[config.mk]
export PLATFORM = sky130hd
export DESIGN_NAME = rcss_top
export DESIGN_NICKNAME = d
export VERILOG_FILES = /design/src/shared/rcss_pkg.sv /design/src/verilog/rcss_top.sv
export SDC_FILE = /design/constraint.sdc
export NUM_CORES = 1
export LEC_CHECK = 0
export ABC_AREA = 1
export BUFFER_PORTS_ARGS = -buffer_cell sky130_fd_sc_hd__buf_2
export CAP_MARGIN = 20
export CORE_ASPECT_RATIO = 0.5
export CORE_MARGIN = 5
export CORE_UTILIZATION = 49
export CTS_CLUSTER_DIAMETER = 200
export CTS_CLUSTER_SIZE = 14
export DETAILED_ROUTE_END_ITERATION = 8
export PLACE_DENSITY = 0.78
export SLEW_MARGIN = 25
export SYNTH_ARGS = -nofsm -noshare
export SYNTH_HDL_FRONTEND = slang
export SYNTH_SLANG_ARGS = --single-unit
[constraint.sdc]
create_clock -name MCLK -period 1.6 [get_ports MCLK]
set_input_delay 0.32 -clock MCLK [delete_from_list [all_inputs] [get_ports MCLK]]
set_output_delay 0.32 -clock MCLK [all_outputs]
set_load 0.01 [all_outputs]
[src/shared/rcss_pkg.sv]
package rcss_pkg;

  // Register byte offsets on the Avalon-MM slave
  localparam logic [7:0] REG_CAUSE_OFF  = 8'h00;
  localparam logic [7:0] REG_BORCTL_OFF = 8'h04;
  localparam logic [7:0] REG_STATUS_OFF = 8'h08;
  localparam logic [7:0] REG_CONFIG_OFF = 8'h0C;
  localparam logic [7:0] REG_SEQ_OFF    = 8'h10;

  // Cause register fields
  localparam int CAUSE_STK_OVER   = 7;
  localparam int CAUSE_STK_UNDER  = 6;
  localparam int CAUSE_WIN_VIOL   = 5;
  localparam int CAUSE_WATCHDOG   = 4;
  localparam int CAUSE_PIN_RESET  = 3;
  localparam int CAUSE_RESET_INST = 2;
  localparam int CAUSE_POWER_ON   = 1;
  localparam int CAUSE_BROWNOUT   = 0;
  localparam logic [7:0] CAUSE_RESET = 8'h3C;

  // Brown-out control fields
  localparam int BORCTL_SW_ENABLE = 7;
  localparam int BORCTL_READY     = 0;
  localparam logic BORCTL_SW_ENABLE_RESET = 1'b1;

  // Core status fields
  localparam int STATUS_TIMEOUT   = 4;
  localparam int STATUS_POWERDOWN = 3;
  localparam logic STATUS_TIMEOUT_RESET   = 1'b1;
  localparam logic STATUS_POWERDOWN_RESET = 1'b1;

  // Configuration fields
  localparam int CFG_STACK_RESET_EN = 0;
  localparam int CFG_POWERUP_DELAY_TIMER_ENABLE_N  = 1;
  localparam int CFG_PIN_ENABLE     = 2;
  localparam int CFG_OST_REQUIRED   = 3;
  localparam logic [3:0] CFG_RESET  = 4'h5;

  // Vectors
  localparam logic [15:0] RESET_VECTOR     = 16'h0000;
  localparam logic [15:0] INTERRUPT_VECTOR = 16'h0004;

  // Avalon response codes
  localparam logic [1:0] RESP_OKAY   = 2'h0;
  localparam logic [1:0] RESP_SLVERR = 2'h2;

  // Timing
  localparam int CLK_FREQ_HZ        = 100_000_000;
  localparam int POWERUP_DELAY_TIMER_TIME_MS       = 64;
  localparam int POWERUP_DELAY_TIMER_CYCLES_DEF    = POWERUP_DELAY_TIMER_TIME_MS * (CLK_FREQ_HZ / 1000);
  localparam int START_DELAY_CYCLES = 10;
  localparam int PIN_FILTER_DEF     = 4;
  localparam int SEQ_CNT_W          = 23;

  typedef enum logic [4:0] {
    ST_HOLD  = 5'h01,
    ST_POWERUP_DELAY_TIMER  = 5'h02,
    ST_WAIT  = 5'h04,
    ST_DELAY = 5'h08,
    ST_RUN   = 5'h10
  } rcss_state_type;

endpackage : rcss_pkg

[src/verilog/rcss_top.sv]
`timescale 1ns/100ps

module rcss_top
  import rcss_pkg::*;
#(
  parameter int POWERUP_DELAY_TIMER_CYCLES   = POWERUP_DELAY_TIMER_CYCLES_DEF,
  parameter int FILTER_CYCLES = PIN_FILTER_DEF
)
(
  input  wire  logic        MCLK,
  input  wire  logic        RESET_N,
  input  wire  logic        POR_ACTIVE,
  input  wire  logic        BOR_ACTIVE,
  input  wire  logic        EXTERNAL_RESET_PIN_N,
  input  wire  logic        BROWNOUT_CIRCUIT_READY,
  input  wire  logic        OSC_STARTUP_DONE,
  input  wire  logic        PROG_MODE_EXIT,
  input  wire  logic        WDT_TIMEOUT,
  input  wire  logic        WDT_WINDOW_VIOLATION,
  input  wire  logic        RESET_INSTR,
  input  wire  logic        STACK_OVERFLOW,
  input  wire  logic        STACK_UNDERFLOW,
  input  wire  logic        CPU_SLEEPING,
  input  wire  logic        INTERRUPT_WAKE,
  input  wire  logic        GLOBAL_INTERRUPT_ENABLE,
  input  wire  logic [7:0]  AVS_ADDRESS,
  input  wire  logic        AVS_READ,
  input  wire  logic        AVS_WRITE,
  input  wire  logic [31:0] AVS_WRITEDATA,
  input  wire  logic [3:0]  AVS_BYTEENABLE,
  output logic       [31:0] AVS_READDATA,
  output logic              AVS_WAITREQUEST,
  output logic       [1:0]  AVS_RESPONSE,
  output logic              CORE_RESET_N,
  output logic              PC_LOAD,
  output logic       [15:0] PC_VALUE,
  output logic              PUSH_RETURN,
  output logic              WAKE_RESUME,
  output logic              PIN_GENERAL_INPUT,
  output logic              SOFTWARE_BROWNOUT_ENABLE
);

  localparam int FILT_W = $clog2(FILTER_CYCLES + 1);

  if (POWERUP_DELAY_TIMER_CYCLES < 1 || POWERUP_DELAY_TIMER_CYCLES >= (1 << SEQ_CNT_W))
  begin : g_bad_powerup_delay_timer
    $error("POWERUP_DELAY_TIMER_CYCLES out of range for the sequence counter");
  end
  if (FILTER_CYCLES < 1 || FILTER_CYCLES > 255)
  begin : g_bad_filter
    $error("FILTER_CYCLES must lie between 1 and 255");
  end

  // Sync bit positions
  localparam int SY_POR = 0;
  localparam int SY_BOR = 1;
  localparam int SY_PIN = 2;
  localparam int SY_RDY = 3;

  localparam logic [SEQ_CNT_W-1:0] POWERUP_DELAY_TIMER_LAST  =
    SEQ_CNT_W'(POWERUP_DELAY_TIMER_CYCLES - 1);
  localparam logic [SEQ_CNT_W-1:0] DELAY_LAST =
    SEQ_CNT_W'(START_DELAY_CYCLES - 1);
  localparam logic [FILT_W-1:0]    FILT_LAST  =
    FILT_W'(FILTER_CYCLES - 1);

  typedef struct packed {
    rcss_state_type        state;
    logic [SEQ_CNT_W-1:0]  cnt;
    logic [3:0]            sync1;
    logic [3:0]            sync2;
    logic                  por_prev;
    logic                  bor_prev;
    logic [FILT_W-1:0]     filt_cnt;
    logic                  pin_filt;
    logic [7:0]            cause;
    logic                  timeout_bit;
    logic                  powerdown_bit;
    logic                  sw_bor_en;
    logic [3:0]            cfg;
    logic                  core_rst_n;
    logic                  pc_load;
    logic [15:0]           pc_val;
    logic                  push_ret;
    logic                  wake_res;
    logic                  gpio_in;
    logic                  waitreq;
    logic [31:0]           rdata;
    logic [1:0]            resp;
  } rcss_regs_type;

  localparam rcss_regs_type REGS_RESET = '{
    state:         ST_HOLD,
    cnt:           '0,
    sync1:         4'h0,
    sync2:         4'h0,
    por_prev:      1'b0,
    bor_prev:      1'b0,
    filt_cnt:      '0,
    pin_filt:      1'b1,
    cause:         CAUSE_RESET,
    timeout_bit:   STATUS_TIMEOUT_RESET,
    powerdown_bit: STATUS_POWERDOWN_RESET,
    sw_bor_en:     BORCTL_SW_ENABLE_RESET,
    cfg:           CFG_RESET,
    core_rst_n:    1'b0,
    pc_load:       1'b0,
    pc_val:        RESET_VECTOR,
    push_ret:      1'b0,
    wake_res:      1'b0,
    gpio_in:       1'b1,
    waitreq:       1'b1,
    rdata:         32'h0000_0000,
    resp:          RESP_OKAY
  };

  rcss_regs_type q;
  rcss_regs_type d;

  logic          por_act;
  logic          bor_act;
  logic          pin_rst;
  logic          osc_ok;
  logic          bus_req;
  logic          bus_take;
  logic          hit;
  logic          stack_en;

  function automatic logic addr_is(input logic [7:0] a,
                                   input logic [7:0] off);
    return a == off;
  endfunction : addr_is

  function automatic logic addr_known(input logic [7:0] a);
    return addr_is(a, REG_CAUSE_OFF) || addr_is(a, REG_BORCTL_OFF) ||
           addr_is(a, REG_STATUS_OFF) || addr_is(a, REG_CONFIG_OFF) ||
           addr_is(a, REG_SEQ_OFF);
  endfunction : addr_known

  //////////////////////////////////////////////////////////////////////////
  // Next-state logic

  always_comb
  begin
    d = q;

    // Two flops before anything reads these asynchronous levels
    d.sync1 = {BROWNOUT_CIRCUIT_READY, EXTERNAL_RESET_PIN_N,
               BOR_ACTIVE, POR_ACTIVE};
    d.sync2 = q.sync1;
    por_act = q.sync2[SY_POR];
    bor_act = q.sync2[SY_BOR];
    d.por_prev = por_act;
    d.bor_prev = bor_act;

    // Pin level must persist before the filtered copy follows it
    if (q.sync2[SY_PIN] == q.pin_filt)
    begin
      d.filt_cnt = '0;
    end
    else if (q.filt_cnt == FILT_LAST)
    begin
      d.pin_filt = q.sync2[SY_PIN];
      d.filt_cnt = '0;
    end
    else
    begin
      d.filt_cnt = q.filt_cnt + FILT_W'(1);
    end
    d.gpio_in = q.pin_filt;
    pin_rst   = q.cfg[CFG_PIN_ENABLE] & ~q.pin_filt;
    osc_ok    = OSC_STARTUP_DONE | ~q.cfg[CFG_OST_REQUIRED];
    stack_en  = q.cfg[CFG_STACK_RESET_EN];

    d.pc_load  = 1'b0;
    d.push_ret = 1'b0;
    d.wake_res = 1'b0;

    ////////////////////////////////////////////////////////////////////////
    // Avalon slave: one wait cycle, answer on the next edge

    bus_req   = AVS_READ | AVS_WRITE;
    bus_take  = bus_req & ~q.waitreq;
    hit       = addr_known(AVS_ADDRESS);
    d.waitreq = 1'b1;
    if (bus_req && q.waitreq)
    begin
      d.waitreq = 1'b0;
      d.resp    = hit ? RESP_OKAY : RESP_SLVERR;
      d.rdata   = 32'h0000_0000;
      if (AVS_READ)
      begin
        if (addr_is(AVS_ADDRESS, REG_CAUSE_OFF))
          d.rdata[7:0] = q.cause;
        else if (addr_is(AVS_ADDRESS, REG_BORCTL_OFF))
        begin
          d.rdata[BORCTL_SW_ENABLE] = q.sw_bor_en;
          d.rdata[BORCTL_READY]     = q.sync2[SY_RDY];
        end
        else if (addr_is(AVS_ADDRESS, REG_STATUS_OFF))
        begin
          d.rdata[STATUS_TIMEOUT]   = q.timeout_bit;
          d.rdata[STATUS_POWERDOWN] = q.powerdown_bit;
        end
        else if (addr_is(AVS_ADDRESS, REG_CONFIG_OFF))
          d.rdata[3:0] = q.cfg;
        else if (addr_is(AVS_ADDRESS, REG_SEQ_OFF))
          d.rdata[4:0] = q.state;
      end
    end

    // Software writes first; hardware events below override them
    if (bus_take && AVS_WRITE && AVS_BYTEENABLE[0])
    begin
      if (addr_is(AVS_ADDRESS, REG_CAUSE_OFF))
        d.cause = AVS_WRITEDATA[7:0];
      else if (addr_is(AVS_ADDRESS, REG_BORCTL_OFF))
        d.sw_bor_en = AVS_WRITEDATA[BORCTL_SW_ENABLE];
      else if (addr_is(AVS_ADDRESS, REG_CONFIG_OFF))
        d.cfg = AVS_WRITEDATA[3:0];
    end

    ////////////////////////////////////////////////////////////////////////
    // Start-up and reset sequencer

    case (q.state)
      ST_HOLD:
      begin
        d.core_rst_n = 1'b0;
        d.cnt        = '0;
        if (!por_act && !bor_act)
        begin
          if (!q.cfg[CFG_POWERUP_DELAY_TIMER_ENABLE_N])
            d.state = ST_POWERUP_DELAY_TIMER;
          else
            d.state = ST_WAIT;
        end
      end
      ST_POWERUP_DELAY_TIMER:
      begin
        // Pin is not looked at here, so the delay runs under a held pin
        if (q.cnt == POWERUP_DELAY_TIMER_LAST)
          d.state = ST_WAIT;
        else
          d.cnt = q.cnt + SEQ_CNT_W'(1);
      end
      ST_WAIT:
      begin
        d.cnt = '0;
        if (osc_ok && !pin_rst)
          d.state = ST_DELAY;
      end
      ST_DELAY:
      begin
        if (pin_rst)
          d.state = ST_WAIT;
        else if (q.cnt == DELAY_LAST)
        begin
          d.state      = ST_RUN;
          d.core_rst_n = 1'b1;
          d.pc_load    = 1'b1;
          d.pc_val     = RESET_VECTOR;
        end
        else
          d.cnt = q.cnt + SEQ_CNT_W'(1);
      end
      ST_RUN:
      begin
        if (pin_rst)
        begin
          d.cause[CAUSE_PIN_RESET] = 1'b0;
          if (CPU_SLEEPING)
          begin
            d.timeout_bit   = 1'b1;
            d.powerdown_bit = 1'b0;
          end
          d.state      = ST_WAIT;
          d.core_rst_n = 1'b0;
        end
        else if (CPU_SLEEPING)
        begin
          if (WDT_TIMEOUT)
          begin
            d.timeout_bit   = 1'b0;
            d.powerdown_bit = 1'b0;
            d.wake_res      = 1'b1;
          end
          else if (INTERRUPT_WAKE)
          begin
            d.timeout_bit   = 1'b1;
            d.powerdown_bit = 1'b0;
            d.wake_res      = 1'b1;
            if (GLOBAL_INTERRUPT_ENABLE)
            begin
              d.push_ret = 1'b1;
              d.pc_load  = 1'b1;
              d.pc_val   = INTERRUPT_VECTOR;
            end
          end
        end
        else if (WDT_WINDOW_VIOLATION)
        begin
          d.cause[CAUSE_WIN_VIOL] = 1'b0;
          d.cause[CAUSE_WATCHDOG] = 1'b0;
          d.timeout_bit           = 1'b0;
          d.state                 = ST_WAIT;
          d.core_rst_n            = 1'b0;
        end
        else if (WDT_TIMEOUT)
        begin
          d.cause[CAUSE_WATCHDOG] = 1'b0;
          d.timeout_bit           = 1'b0;
          d.state                 = ST_WAIT;
          d.core_rst_n            = 1'b0;
        end
        else if (RESET_INSTR)
        begin
          d.cause[CAUSE_RESET_INST] = 1'b0;
          d.state                   = ST_WAIT;
          d.core_rst_n              = 1'b0;
        end
        else if (STACK_OVERFLOW && stack_en)
        begin
          d.cause[CAUSE_STK_OVER] = 1'b1;
          d.state                 = ST_WAIT;
          d.core_rst_n            = 1'b0;
        end
        else if (STACK_UNDERFLOW && stack_en)
        begin
          d.cause[CAUSE_STK_UNDER] = 1'b1;
          d.state                  = ST_WAIT;
          d.core_rst_n             = 1'b0;
        end
      end
      default:
      begin
        d.state      = ST_HOLD;
        d.core_rst_n = 1'b0;
      end
    endcase

    // Supply events override the sequencer and any same-cycle write to the cause bits they set
    if ((por_act && !q.por_prev) || PROG_MODE_EXIT)
    begin
      d.cause = {2'b00, 4'hF, 1'b0, q.cause[CAUSE_BROWNOUT]};
      d.timeout_bit   = 1'b1;
      d.powerdown_bit = 1'b1;
      d.state         = ST_HOLD;
      d.core_rst_n    = 1'b0;
      d.pc_load       = 1'b0;
      d.push_ret      = 1'b0;
      d.wake_res      = 1'b0;
    end
    else if (bor_act && !q.bor_prev)
    begin
      d.cause[CAUSE_STK_OVER]   = 1'b0;
      d.cause[CAUSE_STK_UNDER]  = 1'b0;
      d.cause[CAUSE_PIN_RESET]  = 1'b1;
      d.cause[CAUSE_RESET_INST] = 1'b1;
      d.cause[CAUSE_BROWNOUT]   = 1'b0;
      d.timeout_bit             = 1'b1;
      d.powerdown_bit           = 1'b1;
      d.state                   = ST_HOLD;
      d.core_rst_n              = 1'b0;
      d.pc_load                 = 1'b0;
      d.push_ret                = 1'b0;
      d.wake_res                = 1'b0;
    end
    else if (por_act || bor_act)
    begin
      d.state      = ST_HOLD;
      d.core_rst_n = 1'b0;
    end
  end

  //////////////////////////////////////////////////////////////////////////
  // State register

  always_ff @(posedge MCLK or negedge RESET_N)
  begin
    if (!RESET_N)
      q <= REGS_RESET;
    else
      q <= d;
  end

  //////////////////////////////////////////////////////////////////////////
  // Outputs

  assign AVS_READDATA             = q.rdata;
  assign AVS_WAITREQUEST          = q.waitreq;
  assign AVS_RESPONSE             = q.resp;
  assign CORE_RESET_N             = q.core_rst_n;
  assign PC_LOAD                  = q.pc_load;
  assign PC_VALUE                 = q.pc_val;
  assign PUSH_RETURN              = q.push_ret;
  assign WAKE_RESUME              = q.wake_res;
  assign PIN_GENERAL_INPUT        = q.gpio_in;
  assign SOFTWARE_BROWNOUT_ENABLE = q.sw_bor_en;

endmodule : rcss_top
==> impl_results.html <==
<table>
<tr><th>Metric</th><th>Value</th></tr>
<tr><th colspan="2">Timing</th></tr>
<tr><td>Final worst path period need</td><td>between 1.5 and 2 ns</td></tr>
<tr><td>Unrepaired setup endpoints after global routing</td><td>true</td></tr>
<tr><td>Slack of the critical path</td><td>-0.151 ns</td></tr>
<tr><td>Crit share post-route</td><td>1.09</td></tr>
<tr><td># setup viols final</td><td>26</td></tr>
<tr><td>Final Slew Violations</td><td>0</td></tr>
<tr><td>F_max</td><td>571 MHz</td></tr>
<tr><td>Worst Clk Skew</td><td>0.00879 ns</td></tr>
<tr><td>Final sum of negative setup slack</td><td>-2.74 ns</td></tr>
<tr><td>Final Hold Viols</td><td>0</td></tr>
<tr><th colspan="2">Yosys</th></tr>
<tr><td>Count of yosys warnings during synthesis</td><td>0</td></tr>
<tr><td>Netlist cell types</td><td>42</td></tr>
<tr><td>Combinational family with the most area after synthesis</td><td>simple AND/OR/NAND/NOR gates</td></tr>
<tr><td>Proportion of synthesized flip-flops having asynchronous set or reset</td><td>1.00</td></tr>
<tr><td>Average cell area after synthesis</td><td>around 7.3 µm²</td></tr>
<tr><td>Mux contribution to synthesized area</td><td>0.00240</td></tr>
<tr><td>Prevailing post-synth register cell</td><td>dfrtp_1</td></tr>
<tr><td>FF+latch count, synth</td><td>73</td></tr>
<tr><td>Sequential cell area fraction in the yosys report</td><td>0.393</td></tr>
<tr><td>Xor/xnor cell area share of the yosys netlist</td><td>0.0280</td></tr>
<tr><td>Synth Area in Simple Gates</td><td>0.328</td></tr>
<tr><td>EDFF count, synth</td><td>0</td></tr>
<tr><td>Synth Area in Compound Gates</td><td>0.0782</td></tr>
<tr><td>Cells after Synth</td><td>roughly 640</td></tr>
<tr><td>Post-synthesis share of cell area spent on full adders, half adders and majority gates</td><td>0.00801</td></tr>
<tr><td>Synth Cell Area</td><td>4690 µm²</td></tr>
<tr><th colspan="2">Clock network</th></tr>
<tr><td>Reg clk slew, reported paths</td><td>0.06 ns</td></tr>
<tr><td>Maximum clock insertion buffer count</td><td>2</td></tr>
<tr><td>CTS Root Cell</td><td>clkbuf_16</td></tr>
<tr><td>Clock sink total</td><td>73</td></tr>
<tr><td>Insertion delay of the later-clocked pin in the worst-skew pair</td><td>0.34 ns</td></tr>
<tr><td>H-Tree Depth</td><td>3</td></tr>
<tr><td>TritonCTS clock tree</td><td>yes</td></tr>
<tr><td>Number of buffers created by CTS</td><td>9</td></tr>
<tr><th colspan="2">Power</th></tr>
<tr><td>Power density of the placed cells</td><td>about 780 nW/µm²</td></tr>
<tr><td>Max rail drop VDD</td><td>0.000409 V</td></tr>
<tr><td>Leak Pwr</td><td>~3 nW</td></tr>
<tr><td>Total power of the final layout</td><td>4.56 mW</td></tr>
<tr><th colspan="2">Die</th></tr>
<tr><td>Top Ports</td><td>119</td></tr>
<tr><td>Chip height</td><td>79.1 µm</td></tr>
<tr><td>Die ar.</td><td>11,700 µm²</td></tr>
<tr><td>Core area</td><td>9380 µm²</td></tr>
<tr><td>Initial Utilization</td><td>0.499</td></tr>
<tr><td>Count of standard-cell rows</td><td>25</td></tr>
<tr><td>DIE WIDTH</td><td>around 150 µm</td></tr>
<tr><th colspan="2">Critical path</th></tr>
<tr><td>Data arrival, critical path</td><td>~2.0 ns</td></tr>
<tr><td>CP Max Fanout</td><td>3</td></tr>
<tr><td>Worst Path Class, Setup</td><td>reg -&gt; reg</td></tr>
<tr><td>Type of element capturing the critical path</td><td>flop</td></tr>
<tr><td>Crit-path slowest cell</td><td>dfrtp_1</td></tr>
<tr><td>Startpoint of the most critical register-to-register path</td><td>q[92]</td></tr>
<tr><td>WP data required</td><td>1.83 ns</td></tr>
<tr><td>Worst setup path start</td><td>q[92]</td></tr>
<tr><td>Largest stage delay, worst path</td><td>0.44 ns</td></tr>
<tr><td>Sequence of cells on the critical path</td><td>nand2_1, inv_1, nand2_1, nor2_4, nand3_2, nand2_2, buf_4, nand2_4, buf_4, nand4_1, nand2_1</td></tr>
<tr><td>Startpoint types</td><td>flop</td></tr>
<tr><td>Most frequent cell on the critical path</td><td>nand2_1</td></tr>
<tr><th colspan="2">Global routing</th></tr>
<tr><td>Via count of the first global-routing pass</td><td>4,251</td></tr>
<tr><td>Largest net degree at the start of global routing</td><td>39</td></tr>
<tr><td>Antenna violations before repair</td><td>0</td></tr>
<tr><td>Overall track demand over capacity in global routing</td><td>0.210</td></tr>
<tr><td>Wire length of the first global-routing pass</td><td>19,800 µm</td></tr>
<tr><td>Grt total ovfl</td><td>0</td></tr>
<tr><th colspan="2">Route</th></tr>
<tr><td>Post-route DRC</td><td>0</td></tr>
<tr><td>Count of vias placed by the detailed router</td><td>4,534</td></tr>
<tr><td>DRT Pass-1 Iters</td><td>6</td></tr>
<tr><td>Routed length on met3</td><td>822 µm</td></tr>
<tr><td>Avg Vias per Cell</td><td>5.05</td></tr>
<tr><td>Uppermost layer routed</td><td>met4</td></tr>
<tr><td>Final routed wirelength across all metal layers</td><td>~12,000 µm</td></tr>
<tr><td>DRT iter0 DRCs</td><td>277</td></tr>
<tr><td>Post-Route M1 WL</td><td>a little over 5000 µm</td></tr>
<tr><td>Routed wire length per instance</td><td>13.6 µm</td></tr>
<tr><td>Met2 WL post-DR</td><td>6010 µm</td></tr>
<tr><td>Remaining number of nets flagged by the antenna check after routing</td><td>0</td></tr>
<tr><th colspan="2">Place</th></tr>
<tr><td>Number of input and output port buffers inserted</td><td>51</td></tr>
<tr><td>HPWL after detailed placement</td><td>8870 µm</td></tr>
<tr><td>Gp weighted congestion</td><td>0.919</td></tr>
<tr><th colspan="2">Final layout</th></tr>
<tr><td>Sequential Area</td><td>between 1500 and 2000 µm²</td></tr>
<tr><td>Fillers</td><td>roughly 800</td></tr>
<tr><td>Post-layout nets</td><td>836</td></tr>
<tr><td>Area delta synth-&gt;final</td><td>25.5%</td></tr>
<tr><td>Diodes inserted</td><td>0</td></tr>
<tr><td>Multi-input logic area</td><td>2370 µm²</td></tr>
<tr><td>Fraction of final layout cells sized beyond drive strength 1</td><td>0.295</td></tr>
<tr><th colspan="2">Min path</th></tr>
<tr><td>Type of the most critical hold path</td><td>in -&gt; reg</td></tr>
<tr><td>Min-delay src</td><td>POR_ACTIVE</td></tr>
<tr><th colspan="2">Status</th></tr>
<tr><td>Violations in the final reports</td><td>setup timing</td></tr>
<tr><td>Run status</td><td>finished with violations</td></tr>
<tr><th colspan="2">Job</th></tr>
<tr><td>Max-cap check violation count</td><td>0</td></tr>
</table>
-- kinds of logic (layout without fill, tap and decap cells) --
logic type                 Yosys count  after routing
muxes                                1              1
buffers and inverters              137            229
other                                1             40
adders and majority gates            3              3
DFF                                 73             73
xor gates and xnor gates            15             15
and+or+nand+nor                    355            356
AOI/OAI and AO/OA                   59             59
-- worst max-delay path, delay by kind of cell, from the launching register on --
family	cells	cell delay, ns
DFF	1	0.44
buffers and inverters	3	0.38
and+or+nand+nor	8	0.81
-- final cells by class --
class | instances | area share
Multi-Input combinational cell | 474 | 0.402
Sequential cell | 73 | 0.314
Timing Repair Buffer | 138 | 0.159
Inverter | 75 | 0.0483
Clock buffer | 11 | 0.0413
Tap cell | 121 | 0.0258
Clock inverter | 5 | 0.00958
-- layer usage --
layer / track usage / up-vias
li1: - / 2203
met1: 0.253 / 2129
met2: 0.377 / 183
met3: 0.0450 / 19
met4: 0.0710 / 0
met5: 0 / -
-- state kept, by name, summed over array words and instances, names as in the netlist --
register,flops
q,49
AVS_READDATA,8
AVS_WAITREQUEST,1
d,6
SOFTWARE_BROWNOUT_ENABLE,1
CORE_RESET_N,1
PUSH_RETURN,1
bor_act,1
PC_VALUE,1
PC_LOAD,1
WAKE_RESUME,1
AVS_RESPONSE,1
PIN_GENERAL_INPUT,1
-- synthesized netlist by cell type, drive strengths merged (2+ instances only) --
cell | count | area (µm²)
or2 | 4 | 25.0
o21ai | 38 | 220
dfrtp | 60 | 1500
dfstp | 13 | 342
a21oi | 8 | 43.8
nor2 | 100 | 393
xnor2 | 3 | 26.3
a32o | 2 | 20.0
inv | 74 | 278
nand3 | 39 | 210
ha | 3 | 37.5
o41ai | 2 | 17.5
nor3 | 9 | 45.0
o211ai | 3 | 22.5
buf | 61 | 468
nor3b | 2 | 15.0
xor2 | 12 | 105
nand2 | 180 | 719
o22ai | 2 | 12.5
nand4 | 20 | 125
-- per-stage QoR --
stage                     cells   util  setup slack, ns  area [µm²]  hold WS [ns]
after floorplan             683      -         -0.00888        4850        0.0244
after global placement      875  0.577           -0.209        5410         0.232
after detailed placement    875  0.577           -0.274        5410         0.232
after CTS                   894  0.618           -0.153        5800        0.0817
after global routing        897  0.627           -0.226        5880        0.0746
final                       897  0.627           -0.151        5880        0.0857
-- report_power, final --
| part | internal [mW] | switching (mW) | total [mW] |
|---|---|---|---|
| registers | 1.95 | 0.0470 | 2.00 |
| logic | 0.197 | 0.335 | 0.532 |
| clock network | 1.25 | 0.785 | 2.03 |
| total | 3.40 | 1.17 | 4.56 |
-- final timing paths --
check	endpoint	slack, ns	cells after the start
max	q[87]	-0.15	11
max in group asynchronous	d[35]	0.58	3
min	d[77]	0.09	1
min reg2reg	q[80]	0.34	0
min in group asynchronous	q[92]	0.41	2
max reg2reg	q[87]	-0.15	11
-- layout by cell type (no fill, tap or decap), drive strengths merged, types with 2 or more instances in the layout --
| cell | n |
|---|---|
| dfstp | 13 |
| nand2 | 181 |
| o211ai | 3 |
| o41ai | 2 |
| buf | 137 |
| inv | 74 |
| nor3b | 2 |
| o21ai | 38 |
| conb | 40 |
| nor3 | 9 |
| clkbuf | 11 |
| clkinv | 4 |
| xor2 | 12 |
| a21oi | 8 |
| nand4 | 20 |
| or2 | 4 |
| a32o | 2 |
| dfrtp | 60 |
| nand3 | 39 |
| xnor2 | 3 |
| o22ai | 2 |
| nor2 | 100 |
| ha | 3 |
-- what timing repair did --
item	in CTS	in global routing
pin swaps	3	9
cloned	1	0
endpoints found under the setup margin	36	37
endpoints found under the hold margin	18	0
setup buffers	1	3
gates resized for setup	19	20
hold buffers	1	0
(Power assumes the default switching activity.)
